## src/rtl/dpes_pkg.sv

```systemverilog
// Constants and types shared by the DPLL event and reference-fail status block
package dpes_pkg;

	// ----------------------------------------------------------------
	// Bus and register geometry
	// ----------------------------------------------------------------
	localparam int unsigned DPES_ADDR_W = 12;
	localparam int unsigned DPES_DATA_W = 32;
	localparam int unsigned DPES_REG_W = 16;

	// Register indices; byte address is four times the index
	localparam logic [7:0] DPES_LOOP_STATUS_IDX = 8'h65;
	localparam logic [7:0] DPES_EVT_STATUS_IDX = 8'h66;
	localparam logic [7:0] DPES_EVT_MASK_IDX = 8'h67;
	localparam logic [7:0] DPES_EVT_CLEAR_IDX = 8'h68;
	localparam logic [7:0] DPES_LIMIT_FAIL_IDX = 8'h69;

	localparam logic [11:0] DPES_LOOP_STATUS_ADDR = {2'b00, DPES_LOOP_STATUS_IDX, 2'b00};
	localparam logic [11:0] DPES_EVT_STATUS_ADDR = {2'b00, DPES_EVT_STATUS_IDX, 2'b00};
	localparam logic [11:0] DPES_EVT_MASK_ADDR = {2'b00, DPES_EVT_MASK_IDX, 2'b00};
	localparam logic [11:0] DPES_EVT_CLEAR_ADDR = {2'b00, DPES_EVT_CLEAR_IDX, 2'b00};
	localparam logic [11:0] DPES_LIMIT_FAIL_ADDR = {2'b00, DPES_LIMIT_FAIL_IDX, 2'b00};

	// ----------------------------------------------------------------
	// Event flag layout: flag vector index i sits at register bit i+1
	// ----------------------------------------------------------------
	localparam int unsigned DPES_EVT_N = 3;
	localparam int unsigned DPES_EVT_LSB = 1;
	localparam int unsigned DPES_HOLD_IDX = 0;
	localparam int unsigned DPES_REF_IDX = 1;
	localparam int unsigned DPES_LOCK_IDX = 2;
	localparam logic [15:0] DPES_MASK_RST = 16'h000F;
	localparam logic [15:0] DPES_MASK_WR_BITS = 16'h000F;

	// ----------------------------------------------------------------
	// Limit-fail layout: four bits per reference input
	// ----------------------------------------------------------------
	localparam int unsigned DPES_REF_N = 4;
	localparam int unsigned DPES_LIM_GROUP_W = 4;
	localparam int unsigned DPES_LIM_MULTI_LOW_POS = 3;
	localparam int unsigned DPES_LIM_MULTI_HIGH_POS = 2;
	localparam int unsigned DPES_LIM_SINGLE_LOW_POS = 1;
	localparam int unsigned DPES_LIM_SINGLE_HIGH_POS = 0;

	// ----------------------------------------------------------------
	// Loop status register fields
	// ----------------------------------------------------------------
	localparam int unsigned DPES_LS_LOCK_POS = 0;
	localparam int unsigned DPES_LS_REF_LSB = 1;
	localparam int unsigned DPES_LS_MODE_LSB = 3;

	typedef enum logic [1:0] {
		DPES_MODE_TRACK = 2'b00,
		DPES_MODE_NORMAL = 2'b01,
		DPES_MODE_HOLD = 2'b10,
		DPES_MODE_FREE = 2'b11
	} dpes_mode_type;

endpackage : dpes_pkg

```

## src/rtl/dpes_evt_if.sv

```systemverilog
// Interface between the event detector and the sticky flag bank
`timescale 1ns/10ps
interface dpes_evt_if;
	logic [2:0] evt_set;
	logic [2:0] evt_clr;
	logic [2:0] flag;

	modport ctrl (
		output evt_set,
		output evt_clr,
		input flag
	);

	modport bank (
		input evt_set,
		input evt_clr,
		output flag
	);
endinterface : dpes_evt_if

```

## src/rtl/dpes_flag_bank.sv

```systemverilog
// Sticky event flags with set-over-clear priority
`timescale 1ns/10ps
module dpes_flag_bank (
	input wire logic clk_i,
	input wire logic nrst_i,
	dpes_evt_if.bank evt
);
	import dpes_pkg::*;

	genvar gi;
	generate
		for (gi = 0; gi < DPES_EVT_N; gi++) begin : g_flag
			logic flag_r;
			logic flag_nxt;

			// Set wins over a clear in the same cycle
			assign flag_nxt = evt.evt_set[gi] | (flag_r & ~evt.evt_clr[gi]);

			always_ff @(posedge clk_i or negedge nrst_i) begin
				if (!nrst_i) begin
					flag_r <= 1'b0;
				end else begin
					flag_r <= flag_nxt;
				end
			end

			assign evt.flag[gi] = flag_r;
		end
	endgenerate

endmodule : dpes_flag_bank

```

## src/rtl/dpes_top.sv

```systemverilog
// DPLL event flags, event mask and clear, reference limit-fail status over APB
// ----------------------------------------------------------------
// Overview of operation
// - Lock-change flag at event status bit 3; register is read-only.
// - Reference-change flag at bit 2 set when selected reference changes.
// - Holdover flag at bit 1 set on entering or leaving holdover/tracking.
// - Event status bits 15..4 and bit 0 always read zero.
// - Interrupt asserted while any set flag has its mask bit low.
// - Writing one to a clear-register bit clears only that flag.
// - Mask bit 3 high keeps the lock-change flag off the interrupt.
// - Mask bit 2 high keeps the reference-change flag off the interrupt.
// - Mask bit 1 high keeps the holdover flag off the interrupt.
// - Input 3 limit fails at status bits 15..12.
// - Input 2 limit fails at status bits 11..8.
// - Input 1 limit fails at status bits 7..4.
// - Input 0 limit fails at status bits 3..0.
// - Loop mode code: 00 tracking, 01 normal, 10 holdover, 11 freerun.
// ----------------------------------------------------------------
//
// Our own choice: the APB register port.
`timescale 1ns/10ps
module dpes_top (
	input wire logic CORE_CLK_I,
	input wire logic NRST_I,
	input wire logic PSEL_I,
	input wire logic PENABLE_I,
	input wire logic PWRITE_I,
	input wire logic [dpes_pkg::DPES_ADDR_W-1:0] PADDR_I,
	input wire logic [dpes_pkg::DPES_DATA_W-1:0] PWDATA_I,
	input wire logic [3:0] PSTRB_I,
	output logic [dpes_pkg::DPES_DATA_W-1:0] PRDATA_O,
	output logic PREADY_O,
	output logic PSLVERR_O,
	input wire logic LOCK_STATUS_I,
	input wire logic [1:0] SELECTED_REF_I,
	input wire logic [1:0] LOOP_TIMING_MODE_CODE_I,
	input wire logic [dpes_pkg::DPES_REF_N-1:0] MULTI_LOW_FAIL_I,
	input wire logic [dpes_pkg::DPES_REF_N-1:0] MULTI_HIGH_FAIL_I,
	input wire logic [dpes_pkg::DPES_REF_N-1:0] SINGLE_LOW_FAIL_I,
	input wire logic [dpes_pkg::DPES_REF_N-1:0] SINGLE_HIGH_FAIL_I,
	output logic IRQ_O
);
	import dpes_pkg::*;

	// ----------------------------------------------------------------
	// Declarations
	// ----------------------------------------------------------------
	dpes_evt_if evt ();

	logic primed_r;
	logic lock_prev_r;
	logic [1:0] sel_ref_prev_r;
	dpes_mode_type mode_prev_r;
	dpes_mode_type mode_cur;

	logic [15:0] mask_r;
	logic [15:0] mask_nxt;
	logic [15:0] limit_fail_r;
	logic [15:0] limit_fail_nxt;
	logic [31:0] prdata_r;
	logic [31:0] prdata_nxt;
	logic pslverr_r;
	logic pslverr_nxt;
	logic irq_r;
	logic irq_nxt;

	wire setup_phase;
	wire access_phase;
	wire access_wr;
	wire hit_loop;
	wire hit_status;
	wire hit_mask;
	wire hit_clear;
	wire hit_limit;
	wire hit_any;
	wire hit_ro;
	wire req_err;
	wire [15:0] lane_mask;
	wire [15:0] wdata16;
	wire [15:0] loop_status_word;
	wire [15:0] evt_status_word;
	wire [15:0] rd_word;
	wire mask_wr;
	wire clear_wr;
	wire lock_evt;
	wire ref_evt;
	wire hold_evt;
	wire cur_ht;
	wire prev_ht;
	wire [DPES_EVT_N-1:0] flag_enabled;

	// ----------------------------------------------------------------
	// APB decode
	// ----------------------------------------------------------------
	assign setup_phase = PSEL_I & ~PENABLE_I;
	assign access_phase = PSEL_I & PENABLE_I;
	assign access_wr = access_phase & PWRITE_I;

	assign hit_loop = (PADDR_I == DPES_LOOP_STATUS_ADDR);
	assign hit_status = (PADDR_I == DPES_EVT_STATUS_ADDR);
	assign hit_mask = (PADDR_I == DPES_EVT_MASK_ADDR);
	assign hit_clear = (PADDR_I == DPES_EVT_CLEAR_ADDR);
	assign hit_limit = (PADDR_I == DPES_LIMIT_FAIL_ADDR);
	assign hit_any = hit_loop | hit_status | hit_mask | hit_clear | hit_limit;
	assign hit_ro = hit_loop | hit_status | hit_limit;

	// Unmapped addresses and writes to read-only words are refused
	assign req_err = ~hit_any | (PWRITE_I & hit_ro);

	// Only the low two byte lanes carry register bits
	assign lane_mask = {{8{PSTRB_I[1]}}, {8{PSTRB_I[0]}}};
	assign wdata16 = PWDATA_I[15:0];

	assign mask_wr = access_wr & hit_mask;
	assign clear_wr = access_wr & hit_clear;

	// ----------------------------------------------------------------
	// Read words
	// ----------------------------------------------------------------
	assign evt_status_word = {12'h000, evt.flag, 1'b0};

	assign loop_status_word = {11'h000, mode_cur, SELECTED_REF_I, LOCK_STATUS_I};

	// Clear register is write-only and reads back zero
	assign rd_word = hit_loop ? loop_status_word :
		hit_status ? evt_status_word :
		hit_mask ? mask_r :
		hit_limit ? limit_fail_r :
		16'h0000;

	// Read data is captured in the setup cycle so it comes from a flop
	assign prdata_nxt = setup_phase ? {16'h0000, rd_word} : prdata_r;
	assign pslverr_nxt = setup_phase ? req_err : pslverr_r;

	// No wait states: every access phase completes at once
	assign PREADY_O = 1'b1;
	assign PRDATA_O = prdata_r;
	assign PSLVERR_O = pslverr_r;

	always_ff @(posedge CORE_CLK_I or negedge NRST_I) begin
		if (!NRST_I) begin
			prdata_r <= 32'h0000_0000;
			pslverr_r <= 1'b0;
		end else begin
			prdata_r <= prdata_nxt;
			pslverr_r <= pslverr_nxt;
		end
	end

	// ----------------------------------------------------------------
	// Event mask register
	// ----------------------------------------------------------------
	// Bits 15..4 are not stored, so a stray host write cannot set them
	assign mask_nxt = mask_wr ?
		(((mask_r & ~lane_mask) | (wdata16 & lane_mask)) & DPES_MASK_WR_BITS) : mask_r;

	always_ff @(posedge CORE_CLK_I or negedge NRST_I) begin
		if (!NRST_I) begin
			mask_r <= DPES_MASK_RST;
		end else begin
			mask_r <= mask_nxt;
		end
	end

	// ----------------------------------------------------------------
	// Event detection
	// ----------------------------------------------------------------
	assign mode_cur = dpes_mode_type'(LOOP_TIMING_MODE_CODE_I);

	// Primed keeps reset-time values from looking like changes
	always_ff @(posedge CORE_CLK_I or negedge NRST_I) begin
		if (!NRST_I) begin
			primed_r <= 1'b0;
			lock_prev_r <= 1'b0;
			sel_ref_prev_r <= 2'b00;
			mode_prev_r <= DPES_MODE_FREE;
		end else begin
			primed_r <= 1'b1;
			lock_prev_r <= LOCK_STATUS_I;
			sel_ref_prev_r <= SELECTED_REF_I;
			mode_prev_r <= mode_cur;
		end
	end

	assign lock_evt = primed_r & (LOCK_STATUS_I != lock_prev_r);
	assign ref_evt = primed_r & (SELECTED_REF_I != sel_ref_prev_r);

	// Any mode change into, out of or between holdover and tracking sets the flag
	assign cur_ht = (mode_cur == DPES_MODE_HOLD) | (mode_cur == DPES_MODE_TRACK);
	assign prev_ht = (mode_prev_r == DPES_MODE_HOLD) | (mode_prev_r == DPES_MODE_TRACK);
	assign hold_evt = primed_r & (mode_cur != mode_prev_r) & (cur_ht | prev_ht);

	assign evt.evt_set[DPES_LOCK_IDX] = lock_evt;
	assign evt.evt_set[DPES_REF_IDX] = ref_evt;
	assign evt.evt_set[DPES_HOLD_IDX] = hold_evt;

	// A written one clears only its own flag
	assign evt.evt_clr = clear_wr ?
		(wdata16[DPES_EVT_LSB +: DPES_EVT_N] & lane_mask[DPES_EVT_LSB +: DPES_EVT_N]) :
		3'b000;

	dpes_flag_bank u_flag_bank (
		.clk_i(CORE_CLK_I),
		.nrst_i(NRST_I),
		.evt(evt.bank)
	);

	// ----------------------------------------------------------------
	// Interrupt output
	// ----------------------------------------------------------------
	// A high mask bit blocks its flag; flags themselves still latch
	assign flag_enabled[DPES_LOCK_IDX] =
		evt.flag[DPES_LOCK_IDX] & ~mask_r[DPES_EVT_LSB + DPES_LOCK_IDX];
	assign flag_enabled[DPES_REF_IDX] =
		evt.flag[DPES_REF_IDX] & ~mask_r[DPES_EVT_LSB + DPES_REF_IDX];
	assign flag_enabled[DPES_HOLD_IDX] =
		evt.flag[DPES_HOLD_IDX] & ~mask_r[DPES_EVT_LSB + DPES_HOLD_IDX];

	assign irq_nxt = |flag_enabled;

	always_ff @(posedge CORE_CLK_I or negedge NRST_I) begin
		if (!NRST_I) begin
			irq_r <= 1'b0;
		end else begin
			irq_r <= irq_nxt;
		end
	end

	assign IRQ_O = irq_r;

	// ----------------------------------------------------------------
	// Reference limit-fail status
	// ----------------------------------------------------------------
	// Live follower, not sticky: software sees the current check result
	genvar gr;
	generate
		for (gr = 0; gr < DPES_REF_N; gr++) begin : g_ref
			assign limit_fail_nxt[gr*DPES_LIM_GROUP_W + DPES_LIM_MULTI_LOW_POS] =
				MULTI_LOW_FAIL_I[gr];
			assign limit_fail_nxt[gr*DPES_LIM_GROUP_W + DPES_LIM_MULTI_HIGH_POS] =
				MULTI_HIGH_FAIL_I[gr];
			assign limit_fail_nxt[gr*DPES_LIM_GROUP_W + DPES_LIM_SINGLE_LOW_POS] =
				SINGLE_LOW_FAIL_I[gr];
			assign limit_fail_nxt[gr*DPES_LIM_GROUP_W + DPES_LIM_SINGLE_HIGH_POS] =
				SINGLE_HIGH_FAIL_I[gr];
		end
	endgenerate

	always_ff @(posedge CORE_CLK_I or negedge NRST_I) begin
		if (!NRST_I) begin
			limit_fail_r <= 16'h0000;
		end else begin
			limit_fail_r <= limit_fail_nxt;
		end
	end

endmodule : dpes_top

```

## config.mk

```make
export PLATFORM = sky130hd
export DESIGN_NAME = dpes_top
export DESIGN_NICKNAME = d
export VERILOG_FILES = /design/src/rtl/dpes_pkg.sv /design/src/rtl/dpes_evt_if.sv /design/src/rtl/dpes_flag_bank.sv /design/src/rtl/dpes_top.sv
export SDC_FILE = /design/constraint.sdc
export NUM_CORES = 1
export LEC_CHECK = 0
export ABC_AREA = 1
export BUFFER_PORTS_ARGS = -buffer_cell sky130_fd_sc_hd__buf_4
export CAP_MARGIN = 20
export CORE_MARGIN = 3
export CORE_UTILIZATION = 49
export CTS_CLUSTER_DIAMETER = 100
export DETAILED_ROUTE_END_ITERATION = 16
export GPL_TIMING_DRIVEN = 0
export PLACE_DENSITY = 0.85
export REMOVE_ABC_BUFFERS = 1
export SYNTH_ARGS = -nofsm -noshare
export SYNTH_HDL_FRONTEND = slang
export SYNTH_SLANG_ARGS = --single-unit
export TNS_END_PERCENT = 10
```

## constraint.sdc

```tcl
create_clock -name CORE_CLK_I -period 1.5 [get_ports CORE_CLK_I]
set_clock_uncertainty 0.1 [all_clocks]
set_input_delay 0.3 -clock CORE_CLK_I [delete_from_list [all_inputs] [get_ports CORE_CLK_I]]
set_output_delay 0.3 -clock CORE_CLK_I [all_outputs]
set_load 0.02 [all_outputs]
```

# Word level (Yosys, flattened, before mapping)
# Cells that the tools add are included.
# Widths: inputs -> output; s select.
totals:
  output_inout_bits: 35
  elab_cells: 71
  ff_bits: 47
op_classes:
  n_bitwise: 41
  muxes: 5
  eq_ne: 10
  n_reduce_logical: 3
ops:
  columns: ["op", "n"]
  rows:
  - ["$mux 16", 4]
  - ["$eq 12x9->1 const B", 5]
  - ["$and 1x1->1", 16]
  - ["$or 1x1->1", 12]
  - ["$and 4x4->4", 2]
  - ["$not 1->1", 8]
  - ["$eq 2x2->1 const B", 2]
  - ["$logic_not 2->1", 2]
  - ["$ne 2x2->1", 2]
  - ["$not 4->4", 1]
  - ["$or 4x4->4", 1]
  - ["$and 3x3->3", 1]
  - ["$mux 3", 1]
  - ["$reduce_or 3->1", 1]
  - ["$ne 1x1->1", 1]

# Depth between registers and ports, before layout
# Gate-level depths: netlist of run 1.
logic_depth:
  depth_word: 7
  ltp_mapped: 9
  depth_no_buf: 9

# By module
# Synthesis of run 1 repeated with hierarchy kept, for this count alone.
hier_totals:
  cells_unflattened: 254
  hier_area_um2: 2209.6
modules_own_cells:
  columns: ["mod", "n_inst", "seq_area_each_um2", "area_each_um2", "cells_per_inst"]
  rows:
  - ["dpes_top", 1, 1108.6, 2067.0, 236]
  - ["dpes_flag_bank", 1, 75.1, 142.6, 18]

# Worst setup path before layout of run 1
# Ideal clock, no wire load.
synth_timing:
  path_type: "input to register"
  start: "input PADDR_I[7] (netlist name)"
  end: "register u_flag_bank.g_flag[2].flag_r"
  required_time_ns: 1.274
  cell_stages: 7
  setup_time_ns: 0.126
  path_slack_ns: 0.279
  arrival_ns: 0.995
  path_cell_list: "inv_1 > nor2_2 > nand2_1 > nor2_4 > nand2_2 > o31ai_2 > nand2_1"
synth_via:
  elab_chain_cells: 6
synth_lines:
  columns: ["item", "line", "rtl"]
  rows:
  - ["start: declaration", "dpes_top.sv:28", "input wire logic [dpes_pkg::DPES_ADDR_W-1:0] PADDR_I,"]
  - ["$eq 12x9->1", "dpes_top.sv:102", "assign hit_clear = (PADDR_I == DPES_EVT_CLEAR_ADDR);"]
  - ["$and 1x1->1", "dpes_top.sv:115", "assign clear_wr = access_wr & hit_clear;"]
  - ["$mux 3", "dpes_top.sv:198", "assign evt.evt_clr = clear_wr ?"]
  - ["$not 1->1", "dpes_flag_bank.sv:17", "assign flag_nxt = evt.evt_set[gi] | (flag_r & ~evt.evt_clr[gi]);"]
  - ["$and 1x1->1", "dpes_flag_bank.sv:17", null]
  - ["$or 1x1->1", "dpes_flag_bank.sv:17", null]
  - ["net u_flag_bank.g_flag[2].flag_nxt", "dpes_flag_bank.sv:14", "logic flag_nxt;"]
  - ["end signal: assignment", "dpes_flag_bank.sv:23", "flag_r <= flag_nxt;"]
  - ["end: declaration", "dpes_flag_bank.sv:13", "logic flag_r;"]
# The timed path passes the listed nets, and every way through them passes these cells.
# A chain may end at the register's enable or synchronous reset.

# Worst setup path after layout of run 1
layout_timing:
  start: "input PADDR_I[11] (netlist name)"
  end: "register prdata_r[13] (netlist: PRDATA_O[13])"
layout_via:
  elab_chain_cells: 5
  word_cells_on_any_way: 8
layout_lines:
  columns: ["item", "line", "rtl"]
  rows:
  - ["$eq 12x9->1", "dpes_top.sv:103", "assign hit_limit = (PADDR_I == DPES_LIMIT_FAIL_ADDR);"]
  - ["$mux 16", "dpes_top.sv:128", "hit_limit ? limit_fail_r :"]
  - ["$mux 16", "dpes_top.sv:127", "hit_mask ? mask_r :"]
  - ["$mux 16", "dpes_top.sv:126", "hit_status ? evt_status_word :"]
  - ["$mux 16 *", "dpes_top.sv:125", "assign rd_word = hit_loop ? loop_status_word :"]
  - ["end signal: assignment", "dpes_top.sv:145", "prdata_r <= prdata_nxt;"]
  - ["end: declaration", "dpes_top.sv:60", "logic [31:0] prdata_r;"]
# Mark *: on every way between the ends. The rest lies on a longest branch, timed or not.

==> qor.tcl, run 1 <==
set qor(result_of_the_run) {finished, final reports clean}
set qor(p_sw_frac) 0.231
set qor(worst-endpoint-arrival_ns) 1.44
set qor(layoutNonFillerInstCount) 361
set qor(route.final.wire_length_um) 4580
set qor(cellLeakagePower_nw) 1.48
set qor(drt_first_pass_iters) 4
set qor(detailed_route_vias_per_instance) 4.81
set qor(synth_sequential_area_ratio) 0.551
set qor(cts_root_buffer) {sky130_fd_sc_hd__clkbuf_8}
set qor(yosys_warnings) 0
set qor(cellPowerDensity_mw_per_mm2) 903
set qor(synth_cell_type_count) 29
set qor(worst_setup_path_startpoint) {PADDR_I[11]}
set qor(max_slew_margin) 0.623
set qor(peakVddDrop_mv) 0.621
set qor(clock_power_share) 0.376
set qor(numPortBuffers) 60
set qor(hold_start) {LOOP_TIMING_MODE_CODE_I[1]}
set qor(antenna_violations_before_repair) 0
set qor(vias) 1738
set qor(timing.final.crit_share) 0.878
set qor(dieHeight_um) 72.2
set qor(die-width_um) 72.2
set qor(worst-slew-pin-transition_ns) 0.566
set qor(maxClockFrequency_mhz) 759
set qor(gr-usage-all-layers) 0.179
set qor(clkSinkCount) 47
set qor(dp.cells) 336
set qor(dr.first_iter.drc_count) 51
set qor(timing.final.max_slew_violations) 0
set qor(htree_num_levels) 2
set qor(end_kind) {flop}
set qor(grt.overflow.total) 0
set qor(max_capacitance_violation_total) 0
set qor(routed_wire_length_per_instance_um) 12.7
set qor(cts.path.max_buffers) 2
set qor(grt_pass1_wl_um) 7180
set qor(cp_max_fo) 11
set qor(r2r_start) {mode_prev_r[1]}
set qor(finalSetupViolations) 0
set qor(clk-insertion-delay-late_ns) 0.30
set qor(layout_commonest_cell) {sky130_fd_sc_hd__buf_4}
set qor(pnr_total_power_mw) 2.58
set qor(hold_violations) 0
set qor(type_of_the_most_critical_hold_path) {input pin to flop}
set qor(diodes) 0
set qor(place_congestion) 0.842
set qor(post_synth.cell_area_avg_um2) 9.35
set qor(final.fill_count) 319
set qor(cts.reportedPaths.clkPinSlew_ns) 0.09
set qor(synthToLayoutAreaGrowth_pct) 33.0
set qor(fin_setup_tns_ns) 0
set qor(placementRows) 23
set qor(hpwl_um) 3220
set qor(worst-r2r-setup-slack_ns) 0.40
set qor(drtAntennaViolNets) 0
set qor(netlist_instances) 230
set qor(share_of_cells_above_drive_strength_1) 0.338
set qor(p_switching_uw) 597
set qor(cellInternalPower_mw) 1.98
set qor(timing_worst_setup_path_type) {input pin to flop}
set qor(sequentialPowerShare) 0.511
set qor(final.min_clock_period_ns) 1.32
set qor(pwr-share-comb) 0.113
set qor(setup.worst_path.start_class) {input pin}
set qor(cts_tree) {built}
set qor(route.detailed.drc) 0
set qor(cts_buf_count) 5
set qor(synth_seq_cells) 47
set qor(grt_max_degree) 48
set qor(floorplan.initialDensity) 0.522
set qor(required_ns) 1.62
set qor(design.core.area_mm2) 0.00412
set qor(synth_area_mm2) 0.00215
set qor(grt_pass1_vias) 1627
set qor(design.final.nets) 384
set qor(design.die.area_mm2) 0.00522
set qor(most-common-layout-cells) {sky130_fd_sc_hd__buf_4 (60), sky130_fd_sc_hd__nand2_1 (43), sky130_fd_sc_hd__dfrtp_1 (41)}
set qor(grt_setup_unrepaired) {false}
set qor(pin_count) 109
## flip-flops by register name, summed over array words and instances (netlist names), named ones only
signal,cells
IRQ_O,1
PSLVERR_O,1
sel_ref_prev_r,2
u_flag_bank.g_flag.flag_r,3
mode_prev_r,2
primed_r,1
limit_fail_r,16
PRDATA_O,16
lock_prev_r,1
## power by group through the flow
stage	sequential, mW	combinational (mW)	clock (mW)
2_1_floorplan	1.35	0.106	0
3_3_place_gp	1.34	0.249	0
3_5_place_dp	1.34	0.256	0
4_1_cts	1.32	0.289	0.985
5_1_grt	1.32	0.323	1.04
6_report	1.32	0.292	0.970
## logic make-up after synthesis
group,Yosys count,share of synthesized area
AND/OR/NAND/NOR,103,0.232
buffers and inverters,54,0.132
flip-flops,47,0.551
AO/OA/AOI/OAI,22,0.0739
XOR/XNOR,2,0.00815
other,2,0.00349
## cell usage after synthesis
master | count | area share
sky130_fd_sc_hd__nand2_1 | 43 | 0.075
sky130_fd_sc_hd__dfrtp_1 | 41 | 0.48
sky130_fd_sc_hd__inv_1 | 29 | 0.051
sky130_fd_sc_hd__nand3_1 | 22 | 0.051
sky130_fd_sc_hd__buf_4 | 17 | 0.059
sky130_fd_sc_hd__nor2_1 | 15 | 0.026
sky130_fd_sc_hd__o21ai_2 | 10 | 0.041
sky130_fd_sc_hd__dfstp_2 | 6 | 0.073
sky130_fd_sc_hd__nor2_2 | 5 | 0.015
sky130_fd_sc_hd__nand4_1 | 4 | 0.012
sky130_fd_sc_hd__o21ai_0 | 4 | 0.0093
sky130_fd_sc_hd__o21ai_1 | 4 | 0.0093
sky130_fd_sc_hd__inv_2 | 3 | 0.0052
sky130_fd_sc_hd__nand2_2 | 3 | 0.0087
sky130_fd_sc_hd__nand3_2 | 3 | 0.014
sky130_fd_sc_hd__nor3_1 | 3 | 0.0070
sky130_fd_sc_hd__a21oi_1 | 2 | 0.0047
sky130_fd_sc_hd__buf_6 | 2 | 0.010
sky130_fd_sc_hd__conb_1 | 2 | 0.0035
sky130_fd_sc_hd__nor2_4 | 2 | 0.010
sky130_fd_sc_hd__xor2_1 | 2 | 0.0082
sky130_fd_sc_hd__buf_2 | 1 | 0.0023
sky130_fd_sc_hd__clkinv_1 | 1 | 0.0017
sky130_fd_sc_hd__clkinv_2 | 1 | 0.0023
sky130_fd_sc_hd__nand3b_2 | 1 | 0.0052
sky130_fd_sc_hd__nor3_2 | 1 | 0.0047
sky130_fd_sc_hd__o221ai_1 | 1 | 0.0041
sky130_fd_sc_hd__o31ai_2 | 1 | 0.0058
sky130_fd_sc_hd__or2_2 | 1 | 0.0029
## layout make-up
cell class,instances,area (um^2),share of cell area
Clock buffer,6,82.6,0.0289
Multi-Input combinational cell,145,742,0.260
Clock inverter,2,38.8,0.0136
Sequential cell,47,1180,0.414
Timing Repair Buffer,77,621,0.217
Tap cell,50,62.6,0.0219
Inverter,34,129,0.0451
## routing by layer
| metal | track usage | wire length [um] | vias up |
|---|---|---|---|
| met5 | 0 | 0 | - |
| li1 | - | - | 841 |
| met3 | 0.0471 | 395 | 7 |
| met2 | 0.324 | 2370 | 86 |
| met4 | 0.0605 | 65 | 0 |
| met1 | 0.204 | 1750 | 804 |
## metrics by stage
step,util,cell area [um^2],hold slack [ns],worst slack (ns)
6_report,0.695,2860,0.0162,0.182
3_3_place_gp,0.624,2570,0.230,-0.0943
5_1_grt,0.695,2860,0.00631,0.0470
3_5_place_dp,0.624,2570,0.235,-0.163
4_1_cts,0.690,2840,0.00197,0.146
2_1_floorplan,-,2050,-0.0956,0.182
## worst max-delay path: stages
cell	delay (ns)
sky130_fd_sc_hd__buf_4	0.11
sky130_fd_sc_hd__nor2_1	0.13
sky130_fd_sc_hd__nand3_2	0.16
sky130_fd_sc_hd__nor2_4	0.17
sky130_fd_sc_hd__nand3_2	0.31
sky130_fd_sc_hd__o21ai_2	0.25
## worst paths after layout
kind / cells past startpoint / to
setup / recovery: 6 / PRDATA_O[13]
hold / removal: 1 / mode_prev_r[1]
setup reg to reg: 5 / u_flag_bank.g_flag[0].flag_r
hold reg to reg: 2 / PRDATA_O[9]
max in group asynchronous: 2 / asynchronous set/reset pin
min in group asynchronous: 2 / PRDATA_O[6]
## timing repair
| item | 4_1_cts | 5_1_grt |
|---|---|---|
| setup buffers | 0 | 0 |
| resized for setup | 0 | 0 |
| hold buffers | 15 | 2 |
| hold endpoints to repair | 55 | 2 |
Note: power is estimated with default switching activity, not from simulation.
==> run 2, diff against run 1 <==
--- a/config.mk
+++ b/config.mk
@@ -13,8 +13,9 @@
 export CTS_CLUSTER_DIAMETER = 100
 export DETAILED_ROUTE_END_ITERATION = 16
 export GPL_TIMING_DRIVEN = 0
-export PLACE_DENSITY = 0.85
+export PLACE_DENSITY = 0.81
 export REMOVE_ABC_BUFFERS = 1
+export SLEW_MARGIN = 20
 export SYNTH_ARGS = -nofsm -noshare
 export SYNTH_HDL_FRONTEND = slang
 export SYNTH_SLANG_ARGS = --single-unit
==> qor.tcl, run 2 (synthesized netlist as in run 1, its figures left out) <==
set qor(placed_cell_area_mm2) 0.00257 ;# unchanged
set qor(numPortBuffers) 60 ;# unchanged
set qor(peakVddDrop_mv) 0.596 ;# -4.0%
set qor(routed_wire_length_per_instance_um) 11.8 ;# -6.9%
set qor(cts_hold_buffers) 12 ;# -3
set qor(worst-endpoint-arrival_ns) 1.45 ;# about the same
set qor(clock_power_share) 0.325 ;# -0.051
set qor(critical_path.cell_chain) {buf_4 > nor2_4 > clkinv_1 > nor2_1 > nand2_1 > nand2_1}
set qor(type_of_the_most_critical_hold_path) {input pin to flop}
set qor(dr.first_iter.drc_count) 66 ;# +29%
set qor(place_congestion) 0.833 ;# -1.1%
set qor(cts.reportedPaths.clkPinSlew_ns) 0.08 ;# about the same
set qor(final.fill_count) 344 ;# +7.8%
set qor(final.min_clock_period_ns) 1.30 ;# -0.0137 ns
set qor(cts_tree) {built}
set qor(diodes) 0 ;# unchanged
set qor(cts.path.max_buffers) 2 ;# unchanged
set qor(design.core.area_mm2) 0.00412 ;# unchanged
set qor(p_switching_uw) 573 ;# -4.0%
set qor(grt_pass1_vias) 1616 ;# -0.68%
set qor(timing_worst_setup_path_type) {input pin to flop}
set qor(gr-usage-all-layers) 0.170 ;# -0.00952
set qor(max_capacitance_violation_total) 0 ;# unchanged
set qor(cellPowerDensity_mw_per_mm2) 843 ;# -6.6%
set qor(clk-insertion-delay-late_ns) 0.30 ;# about the same
set qor(drtAntennaViolNets) 0 ;# unchanged
set qor(route.detailed.drc) 0 ;# unchanged
set qor(critical-path-slowest-cell) {sky130_fd_sc_hd__clkinv_1}
set qor(finalInstanceArea_mm2) 0.00282 ;# -1.4%
set qor(sequentialPowerShare) 0.555 ;# +0.044
set qor(route.final.wire_length_um) 4240 ;# -7.4%
set qor(cts_root_buffer) {sky130_fd_sc_hd__clkbuf_8}
set qor(grt_pass1_wl_um) 6950 ;# -3.3%
set qor(max_slew_margin) 0.630 ;# +0.00660
set qor(result_of_the_run) {finished, final reports clean}
set qor(die-width_um) 72.2 ;# unchanged
set qor(clkSinkCount) 47 ;# unchanged
set qor(timing.final.crit_share) 0.869 ;# -0.00914
set qor(dieHeight_um) 72.2 ;# unchanged
set qor(design.die.area_mm2) 0.00522 ;# unchanged
set qor(dp.cells) 336 ;# unchanged
set qor(cellLeakagePower_nw) 1.46 ;# -1.2%
set qor(vias) 1681 ;# -3.3%
set qor(worst_setup_slack_before_clock_tree_synthesis_ns) -0.123 ;# +0.0397 ns
set qor(hold_violations) 0 ;# unchanged
set qor(floorplan.initialDensity) 0.522 ;# unchanged
set qor(worst-slew-pin-transition_ns) 0.556 ;# -0.00990 ns
set qor(synthToLayoutAreaGrowth_pct) 31.1
set qor(detailed_route_vias_per_instance) 4.68 ;# -2.7%
set qor(layoutNonFillerInstCount) 359 ;# -0.55%
set qor(layout_commonest_cell) {sky130_fd_sc_hd__buf_4}
set qor(htree_num_levels) 2 ;# unchanged
set qor(final.setup.worst_slack_ns) 0.196 ;# +0.0137 ns
set qor(ctsResizeCount) 0 ;# unchanged
set qor(grt_setup_unrepaired) {false}
set qor(end_kind) {flop}
set qor(setup.worst_path.start_class) {input pin}
set qor(most-common-layout-cells) {sky130_fd_sc_hd__buf_4 (60), sky130_fd_sc_hd__nand2_1 (43), sky130_fd_sc_hd__dfrtp_1 (41)}
set qor(pwr-share-comb) 0.121 ;# +0.008
set qor(hpwl_um) 3170 ;# -1.6%
set qor(final_core_util) 0.685 ;# -0.00973
set qor(pin_count) 109 ;# unchanged
set qor(post-cts-setup-buffers) 0 ;# unchanged
set qor(share_of_cells_above_drive_strength_1) 0.337 ;# -0.00105
set qor(timing.critical_path.slowest_cell_delay_ns) 0.45 ;# +0.14 ns
set qor(p_sw_frac) 0.241 ;# +0.00973
set qor(cellInternalPower_mw) 1.80 ;# -9.0%
set qor(pnr_total_power_mw) 2.38 ;# -7.9%
set qor(cp_common_cell) {sky130_fd_sc_hd__nand2_1}
set qor(design.final.nets) 383 ;# -0.26%
set qor(finalSetupViolations) 0 ;# unchanged
set qor(antenna_violations_before_repair) 0 ;# unchanged
set qor(placementRows) 23 ;# unchanged
set qor(cts_buf_count) 5 ;# unchanged
set qor(drt_first_pass_iters) 4 ;# unchanged
set qor(timing.final.max_slew_violations) 0 ;# unchanged
set qor(maxClockFrequency_mhz) 767 ;# +1.1%
set qor(grt_max_degree) 48 ;# unchanged
set qor(required_ns) 1.64 ;# +0.02 ns
set qor(grt.overflow.total) 0 ;# unchanged
set qor(cp_max_fo) 18 ;# +7
-- run 2: critical path, delay by kind of cell --
family	cells	cell delay (ns)
and+or+nand+nor	4	0.56
buffers and inverters	2	0.57
-- run 2: final cells by class --
| cell class | count | area [um^2] | area share |
|---|---|---|---|
| clock buffers | 6 | 82.6 | 0.0293 |
| repair buffers | 76 | 611 | 0.217 |
| inverters | 34 | 129 | 0.0457 |
| well taps | 50 | 62.6 | 0.0222 |
| clock inverters | 1 | 8.76 | 0.00311 |
| multi-input cells | 145 | 742 | 0.263 |
| flip-flops and latches | 47 | 1180 | 0.420 |
-- run 2: through the flow --
stage	hold slack, ns	TNS [ns]
6_report	0.00616	0
5_1_grt	0.00464	0
4_1_cts	0.000365	0
3_5_place_dp	0.235	-1.41
3_3_place_gp	0.233	-1.32
2_1_floorplan	-0.0956	0
-- run 2: power groups by stage --
| stage | Combinational, mW | Clock (mW) | Sequential (mW) |
|---|---|---|---|
| after global routing | 0.317 | 0.844 | 1.32 |
| final | 0.287 | 0.772 | 1.32 |
| after CTS | 0.281 | 0.794 | 1.32 |
| after global placement | 0.250 | 0 | 1.34 |
| after floorplan | 0.106 | 0 | 1.35 |
| after detailed placement | 0.256 | 0 | 1.34 |
-- run 2: path summary, 6_finish.rpt --
kind	slack (ns)	depth (start not counted)	end	startpoint
setup / recovery	0.20	6	PSLVERR_O	PENABLE_I
hold / removal	0.006	1	limit_fail_r[4]	SINGLE_HIGH_FAIL_I[1]
setup reg to reg	0.36	5	u_flag_bank.g_flag[0].flag_r	mode_prev_r[1]
hold reg to reg	0.39	2	flop	flop
max in group asynchronous	0.48	2	asynchronous set/reset pin	NRST_I
min in group asynchronous	0.44	2	limit_fail_r[12]	NRST_I
-- run 2: metal layers --
layer / track usage / part of all wire
met4: 0.0689 / 0.017
met5: 0 / 0
met3: 0.0305 / 0.098
met2: 0.298 / 0.50
met1: 0.205 / 0.38
